### config.mk
export PLATFORM = sky130hd
export DESIGN_NAME = itpm_ptr_mgr
export DESIGN_NICKNAME = d
export VERILOG_FILES = /design/src/core/itpm_pkg.sv /design/src/core/itpm_ptr_mgr.sv /design/src/core/itpm_slot_mem.sv
export VERILOG_INCLUDE_DIRS = /design/src /design/src/core
export SDC_FILE = /design/constraint.sdc
export NUM_CORES = 2
export LEC_CHECK = 0
export ABC_AREA = 1
export BUFFER_PORTS_ARGS = -buffer_cell sky130_fd_sc_hd__buf_2
export CORE_AREA = 2 2 337 506
export CTS_BUF_LIST = sky130_fd_sc_hd__clkbuf_16
export CTS_CLUSTER_DIAMETER = 60
export DETAILED_ROUTE_END_ITERATION = 7
export DIE_AREA = 0 0 339 508
export PLACE_DENSITY = 0.73
export SLEW_MARGIN = 15
export SYNTH_ARGS = -nofsm -noshare
export SYNTH_HDL_FRONTEND = slang
export SYNTH_SLANG_ARGS = --single-unit
### constraint.sdc
create_clock -name clock -period 7.8 [get_ports clock]
set_clock_uncertainty 0.2 [all_clocks]
set_input_delay 0.39 -clock clock [delete_from_list [all_inputs] [get_ports clock]]
set_output_delay 0.39 -clock clock [all_outputs]
set_load 0.02 [all_outputs]
### src/core/itpm_params.svh
/*
 * Constants of the initiator task pointer manager: widths, slot count and
 * reconnect timing.
 * Assumes it is included by bare name before the package and the modules.
 */
`ifndef ITPM_PARAMS_SVH
`define ITPM_PARAMS_SVH

// ****************************************************************
// Widths and counts
// ****************************************************************
`define ITPM_PTR_W       32
`define ITPM_ID_W        4
`define ITPM_NUM_SETS    15
`define ITPM_SLOT_W      (4 * `ITPM_PTR_W)

// ****************************************************************
// Timing
// ****************************************************************
`define ITPM_RECON_CYCLES 2

`endif

### src/core/itpm_pkg.sv
/*
 * Types of the initiator task pointer manager: pointer sets, slot entries,
 * request carrier and state codes.
 * Assumes itpm_params.svh is on the include path.
 */
`include "itpm_params.svh"

package itpm_pkg;

    // ****************************************************************
    // Pointer types
    // ****************************************************************
    typedef logic [`ITPM_PTR_W-1:0] itpm_ptr_t;
    typedef logic [`ITPM_ID_W-1:0]  itpm_id_t;

    // Command, status and data pointers of one task
    typedef struct packed {
        itpm_ptr_t cmd;
        itpm_ptr_t sts;
        itpm_ptr_t dat;
    } itpm_set_s;

    // Saved slot: task start values plus the saved data pointer
    typedef struct packed {
        itpm_set_s start;
        itpm_ptr_t dat_sv;
    } itpm_slot_s;

    // ****************************************************************
    // Requests
    // ****************************************************************
    typedef enum logic [2:0] {
        OP_START   = 3'h0,
        OP_NEXT    = 3'h1,
        OP_RESTORE = 3'h2,
        OP_SAVE_DP = 3'h3,
        OP_MODIFY  = 3'h4,
        OP_DISC    = 3'h5,
        OP_RECON   = 3'h6,
        OP_NONE    = 3'h7
    } itpm_op_e;

    typedef struct packed {
        itpm_op_e  op;
        itpm_id_t  id;
        itpm_set_s ptrs;
        itpm_ptr_t delta;
    } itpm_req_s;

    typedef enum logic [0:0] {
        ST_IDLE = 1'b0,
        ST_LOAD = 1'b1
    } itpm_st_e;

endpackage : itpm_pkg

### src/core/itpm_ptr_mgr.sv
/*
 * Initiator task pointer manager: one active pointer set, per-target saved
 * sets, save on disconnect, restore on reconnect, pointer message handling.
 * Assumes requests come from the initiator's bus sequencer, one at a time,
 * synchronous to clock, and only while busy is low.
 */
// How it works
// RQ1: Every pointer set holds command, status and data pointers together.
// RQ2: One active set, up to fifteen saved sets selected by target.
// RQ3: Good status lets the next task's pointers load at once.
// RQ4: Restore reloads active set with the task's starting pointers.
// RQ5: Each active target keeps its saved set, connected or not.
// RQ6: Saved command and status always hold first-byte addresses.
// RQ7: A disconnect writes the current pointers into the target's slot; the code writes start_q and sav_q, not act_q.dat after a restore.
// RQ8: Save data pointers copies the active data pointer into the slot.
// RQ9: Reconnect copies the target's saved set into the active set.
// RQ10: Without save or modify, the restored data pointer is the data start.
// RQ11: Modify data pointers adds a signed offset to the data pointer.
// RQ12: Users must not read the data pointer as a transfer length.
// RQ13: The slot is selected by the target's bus identifier.
`timescale 1ns/1ns

module itpm_ptr_mgr
    import itpm_pkg::*;
#(
    parameter int NUM_SETS = `ITPM_NUM_SETS
) (
    // Clock and reset
    input  wire logic      clock,
    input  wire logic      rst,
    // Request port
    input  wire logic      req_valid,
    input  wire itpm_req_s req,
    // Pointer state
    output itpm_set_s      act_q,
    output itpm_id_t       cur_id_q,
    output logic           connected_q,
    output logic           busy_q,
    output logic           reject_q
);

    // Elaboration check: slot index is the bus id, so at most fifteen slots
    if (NUM_SETS < 1 || NUM_SETS > `ITPM_NUM_SETS) begin : g_bad_sets
        $error("itpm_ptr_mgr: NUM_SETS must be 1 to 15");
    end

    // ****************************************************************
    // State
    // ****************************************************************
    itpm_st_e   st_q,    st_d;
    itpm_set_s  start_q, start_d;
    itpm_ptr_t  sav_q,   sav_d;
    itpm_set_s  act_d;
    itpm_id_t   id_d;
    logic       conn_d;
    itpm_slot_s rd_slot;
    logic       wr_en;
    itpm_id_t   wr_addr;
    itpm_slot_s wr_data;

    // Request qualification
    wire        take    = req_valid && (st_q == ST_IDLE);
    wire        id_ok   = req.id < NUM_SETS;                                // RQ2
    wire        is_new  = take && req.op == OP_START && id_ok && !connected_q;
    wire        is_next = take && req.op == OP_NEXT && connected_q;
    wire        is_rest = take && req.op == OP_RESTORE && connected_q;
    wire        is_save = take && req.op == OP_SAVE_DP && connected_q;
    wire        is_mod  = take && req.op == OP_MODIFY && connected_q;
    wire        is_disc = take && req.op == OP_DISC && connected_q;
    wire        is_rec  = take && req.op == OP_RECON && id_ok && !connected_q;
    wire        good    = is_new || is_next || is_rest || is_save || is_mod || is_disc || is_rec;
    wire        loading = st_q == ST_LOAD;
    wire itpm_ptr_t mod_dat = act_q.dat + req.delta;                        // RQ11

    // Slot write selection: slot follows the target identifier
    assign wr_en   = is_new || is_next || is_save || is_mod || is_disc;     // RQ5
    assign wr_addr = is_new ? req.id : cur_id_q;                            // RQ13
    assign wr_data.start  = (is_new || is_next) ? req.ptrs : start_q;       // RQ6
    assign wr_data.dat_sv = (is_new || is_next) ? req.ptrs.dat :            // RQ10
                            is_save ? act_q.dat :                           // RQ8
                            is_mod  ? mod_dat : sav_q;                      // RQ7

    // ****************************************************************
    // Saved slot storage
    // ****************************************************************
    itpm_slot_mem #(
        .W     (`ITPM_SLOT_W),
        .DEPTH (NUM_SETS),
        .AW    (`ITPM_ID_W)
    ) u_slots (
        .clock     (clock),
        .rst       (rst),
        .wr_en     (wr_en),
        .wr_addr   (wr_addr),
        .wr_data   (wr_data),
        .rd_en     (is_rec),
        .rd_addr   (req.id),                                                // RQ13
        .rd_data_q (rd_slot)
    );

    // ****************************************************************
    // Next-state selection
    // ****************************************************************
    always_comb begin
        st_d    = st_q;
        act_d   = act_q;
        start_d = start_q;
        sav_d   = sav_q;
        id_d    = cur_id_q;
        conn_d  = connected_q;
        case (st_q)
            ST_IDLE: begin
                if (is_new || is_next) begin
                    act_d   = req.ptrs;                                     // RQ3
                    start_d = req.ptrs;                                     // RQ1
                    sav_d   = req.ptrs.dat;
                    conn_d  = 1'b1;
                    if (is_new) begin
                        id_d = req.id;
                    end
                end else if (is_rest) begin
                    act_d = start_q;                                        // RQ4
                end else if (is_save) begin
                    sav_d = act_q.dat;                                      // RQ8
                end else if (is_mod) begin
                    act_d.dat = mod_dat;                                    // RQ11
                    sav_d     = mod_dat;
                end else if (is_disc) begin
                    conn_d = 1'b0;                                          // RQ7
                end else if (is_rec) begin
                    id_d = req.id;
                    st_d = ST_LOAD;
                end
            end
            ST_LOAD: begin
                act_d.cmd = rd_slot.start.cmd;                              // RQ9
                act_d.sts = rd_slot.start.sts;
                act_d.dat = rd_slot.dat_sv;
                start_d   = rd_slot.start;
                sav_d     = rd_slot.dat_sv;
                conn_d    = 1'b1;
                st_d      = ST_IDLE;
            end
            default: begin
                st_d = ST_IDLE;
            end
        endcase
    end

    // ****************************************************************
    // Registers
    // ****************************************************************
    always_ff @(posedge clock) begin
        if (rst) begin
            st_q        <= ST_IDLE;
            act_q       <= '0;
            start_q     <= '0;
            sav_q       <= '0;
            cur_id_q    <= '0;
            connected_q <= 1'b0;
        end else begin
            st_q        <= st_d;
            act_q       <= act_d;
            start_q     <= start_d;
            sav_q       <= sav_d;
            cur_id_q    <= id_d;
            connected_q <= conn_d;
        end
    end

    // Status flags
    always_ff @(posedge clock) begin
        if (rst) begin
            busy_q   <= 1'b0;
            reject_q <= 1'b0;
        end else begin
            busy_q   <= st_d == ST_LOAD;
            reject_q <= req_valid && !good;
        end
    end

    // Helper: data pointer moved since the task started
    logic moved_q;
    always_ff @(posedge clock) begin
        if (rst) begin
            moved_q <= 1'b0;
        end else if (is_new || is_next) begin
            moved_q <= 1'b0;
        end else if (is_save || is_mod || loading) begin
            moved_q <= 1'b1;
        end
    end
endmodule : itpm_ptr_mgr

### src/core/itpm_slot_mem.sv
/*
 * Saved pointer slot memory: one write port, one read port with registered
 * read data, one entry per target bus identifier.
 * Assumes a single clock and a synchronous active-high reset.
 */
`timescale 1ns/1ns

module itpm_slot_mem #(
    parameter int W     = 128,
    parameter int DEPTH = 15,
    parameter int AW    = 4
) (
    // Clock and reset
    input  wire logic          clock,
    input  wire logic          rst,
    // Write port
    input  wire logic          wr_en,
    input  wire logic [AW-1:0] wr_addr,
    input  wire logic [W-1:0]  wr_data,
    // Read port
    input  wire logic          rd_en,
    input  wire logic [AW-1:0] rd_addr,
    output logic      [W-1:0]  rd_data_q
);

    // Elaboration check: every entry must be reachable by the address
    if (DEPTH < 1 || DEPTH > (1 << AW)) begin : g_bad_depth
        $error("itpm_slot_mem: DEPTH does not fit the address width");
    end

    logic [W-1:0] mem [DEPTH];

    // ****************************************************************
    // Storage and registered read
    // ****************************************************************
    always_ff @(posedge clock) begin
        if (wr_en) begin
            mem[wr_addr] <= wr_data;
        end
    end

    // Read data register, cleared by reset
    always_ff @(posedge clock) begin
        if (rst) begin
            rd_data_q <= '0;
        end else if (rd_en) begin
            rd_data_q <= mem[rd_addr];
        end
    end

endmodule : itpm_slot_mem

Word-level counts from Yosys, hierarchy flattened

Memory sizes are Yosys's and may differ from the RTL's. A register that Yosys moved wholly into a read port is not among the register bits.
Index checks and enable logic that the tools add are counted.

Add/sub/neg operators: 1
Order comparisons: 1
Equality and inequality tests: 17
Mux-type cells: 36
Bitwise gates (word level): 1
Reduce and logical (&&, ||, !) cells: 34

Operators with widths:

| kind               | count |
|---|---|
| $pmux 96 s2        | 2 |
| $mux 32            | 8 |
| $mux 96            | 2 |
| $mux 64            | 1 |
| $pmux 32 s2        | 1 |
| $add 32x32->32     | 1 |
| $mux 4             | 7 |
| $logic_and 1x1->1  | 18 |
| $ne 3x2->1 const B | 5 |
| $mux 1             | 13 |
| $eq 3x3->1 const B | 3 |
| $logic_or 1x1->1   | 9 |
| $ne 2x1->1 const B | 4 |
| $ne 4x3->1 const B | 2 |
| $eq 3x2->1 const B | 2 |
| $reduce_and 6->1   | 1 |
| $lt 4x4->1 const B | 1 |
| $pmux 1 s2         | 2 |
| $reduce_and 4->1   | 1 |
| $eq 3x1->1 const B | 1 |
| $logic_not 3->1    | 1 |
| $logic_not 1->1    | 2 |
| $reduce_and 2->1   | 1 |
| $reduce_bool 2->1  | 1 |
| $not 1->1          | 1 |

Register bits: 231
RAM bits: 1,920
Input port bits: 138
Output and inout port bits: 103
Logic and storage cells: 102
Memories kept: 1

Memory list:

| memory      | words | bits a word | read ports | clocked after memory_dff | wr ports | RTL line            | text |
|---|---|---|---|---|---|---|---|
| u_slots.mem | 15    | 128         | 1          | 1                        | 1        | itpm_slot_mem.sv:31 | `logic [W-1:0] mem [DEPTH];` |

Longest topological paths before layout

Word-level depth: 13
Gate-level depth with buffers: 16
Gate-level depth less buffers: 16

Hierarchy

From an unflattened synthesis, not the netlist that was laid out.

Cells, all modules: 9,801
Area total of the unflattened synthesis: 97,322.1 um2

By module, submodules not included:

| module        | instances | cells each | area each (um2) | sequential area each (um2) |
|---|---|---|---|---|
| itpm_slot_mem | 1         | 7,539      | 83,523.9        | 60,217.8 |
| itpm_ptr_mgr  | 1         | 2,262      | 13,798.2        | 4,624.4 |

Worst setup path before layout

Ideal clock, no wire load.

Path type: input to register
Start: input port req[128] (netlist bit)
End: memory u_slots.mem[0][0] (enable)
Library setup time: 617 ps
Data arrival time: 6,989 ps
Data required time: 6,983 ps
Slack: -6 ps
Stages on the path: 8
Path buffers: 5
Cell sequence: buf_2 -> buf_4 -> buf_4 -> buf_2 -> buf_2 -> o21ai_0 -> nand3_1 -> nor2_1

Word-level cells in the longest chain between the ends: 9
Elaborated cells on any way between the ends: 10
Classes of those cells: 1 x order compare; 3 x mux; 6 x reduce/logical

Ends and longest elaborated chain:

| what                            | RTL line            | text |
|---|---|---|
| from (decl)                     | itpm_ptr_mgr.sv:33  | `input wire itpm_req_s req,` |
| $lt 4x4->1                      | itpm_ptr_mgr.sv:63  | `wire id_ok = req.id < NUM_SETS;` |
| $logic_and 1x1->1 (2 in series) | itpm_ptr_mgr.sv:64  | `wire is_new = take && req.op == OP_START && id_ok && !connected_q;` |
| $logic_or 1x1->1                | -                   |  |
| $logic_or 1x1->1 (3 in series)  | itpm_ptr_mgr.sv:76  | `assign wr_en = is_new \|\| is_next \|\| is_save \|\| is_mod \|\| is_disc;` |
| $mux 1                          | itpm_slot_mem.sv:37 | `if (wr_en) begin` |
| $mux 1 (not written as such)    | itpm_slot_mem.sv:38 | `mem[wr_addr] <= wr_data;` |
| to (decl)                       | itpm_slot_mem.sv:31 |  |

Parallel ways exist; a longest one is shown, timed or not.

==> run metrics <==
highest-count cells in the layout ignoring fill and taps=sky130_fd_sc_hd__edfxtp_1, sky130_fd_sc_hd__nand2_1, sky130_fd_sc_hd__nor2_1, sky130_fd_sc_hd__o21ai_0, sky130_fd_sc_hd__inv_1; GPL Wtd Cong=0.9189; average instance area after synthesis=11.38 µm²; post-CTS setup buffer count=0; Worst slew margin=17.01%; CTS tree=built; kind of critical path=reg2reg; number of synthesized flops with an enable pin=1920; post-synthesis net count=8235; GR Util All Layers=29.85%; post-route clock period utilization=67.20%; htree depth=4; pin count of the biggest net entering global routing=204; leakage power=0.03809 µW; final cell count without fillers=10580; Tot Pwr=25030 µW; number of failing hold endpoints at the final stage=0; status=complete, but fails checks; Min Clock Period, post-route=5.242 ns; count of vias placed by the detailed router=65620; via-per-instance ratio=6.202; CP max FO=49; overflow left after global routing=0; maximum ir drop on the vdd rail=222.7 µV; Endpoint, Worst Hold=act_q[18]; total standard cell area after synthesis=91760 µm²; TritonRoute pass-1 iters=8; estimated wirelength of the detail-placed design=137900 µm; number of antenna violations at the first check in global routing=9; leading cell type in the layout, fill and taps excluded=sky130_fd_sc_hd__edfxtp_1; Placed Instance Area=94820 µm²; Top FF cell, synth=sky130_fd_sc_hd__edfxtp_1; Worst Setup Slack post-DPL=2.557 ns; data arrival at the endpoint of the critical path=5.49 ns; class of the worst hold path=in2reg; HP Start=req[50]; TritonCTS buffer count=203; share of the yosys chip area belonging to registers=70.67%; height of the die=508 µm; count of unresolved DRC violations after routing=1; clock sinks=2279; cell types with the largest area share after synthesis=sky130_fd_sc_hd__edfxtp_1, sky130_fd_sc_hd__dfxtp_1, sky130_fd_sc_hd__o21ai_0; post-synthesis cell type count=44; share of the synthesized area in the top cell type=62.83%; number of DRC markers in iteration 0=8696; clock latency reported for the late side of the worst-skew pair=0.86 ns; unrepaired setup endpoints after global routing=no; CP Capture Type=register; final-report max-slew violation count=0; post-route setup TNS=0 ns; transition time of the tightest slew-check pin=1.245 ns; routed length per placed instance=24.83 µm; CTS max path bufs=3; Core Region=168300 µm²; critical register-to-register path endpoint=u_slots.mem[4][11]; Port Buffers=240; Die Area=172200 µm²; Synthesis Warnings=0; count of antenna-violating nets left after detailed routing=0; fraction of layout cells with a size suffix above 1=8.101%; number of fillers in the final layout=12960; failing checks=design-rule violations; number of nets in the finished design=8322; global-route wire length before repair=389000 µm; worst setup slack for register-to-register paths=2.56 ns; kind of start point of the critical path=register; leading area contributor after synthesis=sky130_fd_sc_hd__edfxtp_1; clock tree root driver cell=sky130_fd_sc_hd__clkbuf_16; reg2reg path depth=10; Top-Level Pins=241; Post-Layout Inst Area=102300 µm²; vias in the first global route=63700; worst-case setup margin in the final layout=2.558 ns; Achievable Freq=190.8 MHz; Hold Path Stages=5; max-cap violation count=0; required time of the worst setup path=8.05 ns; synthesized instance count=8065; clock transition time at the flip-flop clock pins of the worst setup and hold paths=0.06 ns; number of cells after detailed placement=10100; FF-to-FF Start=busy_q; area added between synthesis and finish=11.44%; Seq cells post-synth=2279; power per standard cell area=244.7 nW/µm²; proportion of synthesized flip-flops having asynchronous set or reset=0%; horizontal extent of the die=339 µm; final WL=262700 µm; number of placement rows=185; effective utilization at floorplan=54.53%; number of setup violations in the final report=0
[sequential cells by signal (all words and copies together) (netlist names), 4 cells and up]
signal,cells
u_slots.mem,1920
sav_q,32
cur_id_q,4
act_q,96
start_q,96
u_slots.rd_data_q,128
[worst max-delay path by stage]
stage          startpoint                  to  slack, ns
2_1_floorplan    req[128]   u_slots.mem[0][0]     -0.006
3_3_place_gp     req[131]  u_slots.mem[4][15]       2.62
3_5_place_dp     req[128]  u_slots.mem[4][15]       2.56
4_1_cts            busy_q  u_slots.mem[4][11]       2.70
5_1_grt            busy_q  u_slots.mem[5][15]       2.52
6_report           busy_q  u_slots.mem[4][11]       2.56
[final cells by class]
type	count	area, µm²	area share [%]
Tap cell	2244	2808	2.746
Antenna cell	4	10.01	0.009788
Clock inverter	179	1400	1.369
Sequential cell	2279	64850	63.41
Multi-Input combinational cell	4816	23250	22.73
Inverter	419	1615	1.580
Timing Repair Buffer	433	3178	3.108
Clock buffer	206	5155	5.041
[per-stage QoR]
stage                     hold WS, ns  utilization, %
after floorplan                0.2357               -
after global placement         0.2371           56.34
after detailed placement       0.2438           56.34
after CTS                    0.004810           60.76
after global routing          0.06017           60.76
final                         0.05943           60.77
[synthesized netlist by cell type, types with 123 or more instances]
library cell / count
sky130_fd_sc_hd__a21oi_1: 294
sky130_fd_sc_hd__inv_1: 412
sky130_fd_sc_hd__nand2_1: 1196
sky130_fd_sc_hd__o21ai_0: 1113
sky130_fd_sc_hd__clkbuf_1: 419
sky130_fd_sc_hd__dfxtp_1: 359
sky130_fd_sc_hd__nor2_1: 1167
sky130_fd_sc_hd__edfxtp_1: 1920
sky130_fd_sc_hd__nand3_1: 164
sky130_fd_sc_hd__a31oi_1: 123
sky130_fd_sc_hd__o22ai_1: 225
sky130_fd_sc_hd__o211ai_1: 124
[layer usage]
metal  global-route usage [%]  vias to the layer above  wire [µm]  share of wire (%)
met5                        0                        -         46              0.018
met1                    37.95                    31740      94970                 36
li1                         -                    28970          -                  -
met4                    16.13                        6      14980                5.7
met3                    4.940                      831      27200                 10
met2                    49.24                     4078     125500                 48
[cells by family after synthesis]
| family | share of synthesized area (%) |
|---|---|
| flip-flops | 70.67 |
| XOR/XNOR | 0.1527 |
| adder cells (fa/ha/maj) | 0.4445 |
| AND/OR/NAND/NOR | 11.15 |
| AO/OA/AOI/OAI | 13.41 |
| buffers and inverters | 4.171 |
[repair_timing]
action | 4_1_cts | 5_1_grt
resized for setup | 0 | 0
hold endpoints to repair | 279 | 0
hold buffers | 87 | 0
[power by group]
part	internal [µW]	switching [µW]	total (µW)
Combinational	466	1270	1740
Sequential	13300	82.1	13400
Clock	5440	4440	9880
Total	19200	5800	25000
[critical path, stage by stage, from the launching register on]
cell	delay, ns
sky130_fd_sc_hd__dfxtp_4	0.55
sky130_fd_sc_hd__nor3_2	0.23
sky130_fd_sc_hd__nand2_1	0.14
sky130_fd_sc_hd__or2_1	0.45
sky130_fd_sc_hd__nand2_4	0.48
sky130_fd_sc_hd__nor2_4	0.25
sky130_fd_sc_hd__nand2_1	0.29
sky130_fd_sc_hd__nand3_1	0.39
sky130_fd_sc_hd__nor2_4	0.21
sky130_fd_sc_hd__buf_4	0.65
sky130_fd_sc_hd__buf_4	0.89
Note: power is estimated with default switching activity, not from simulation.
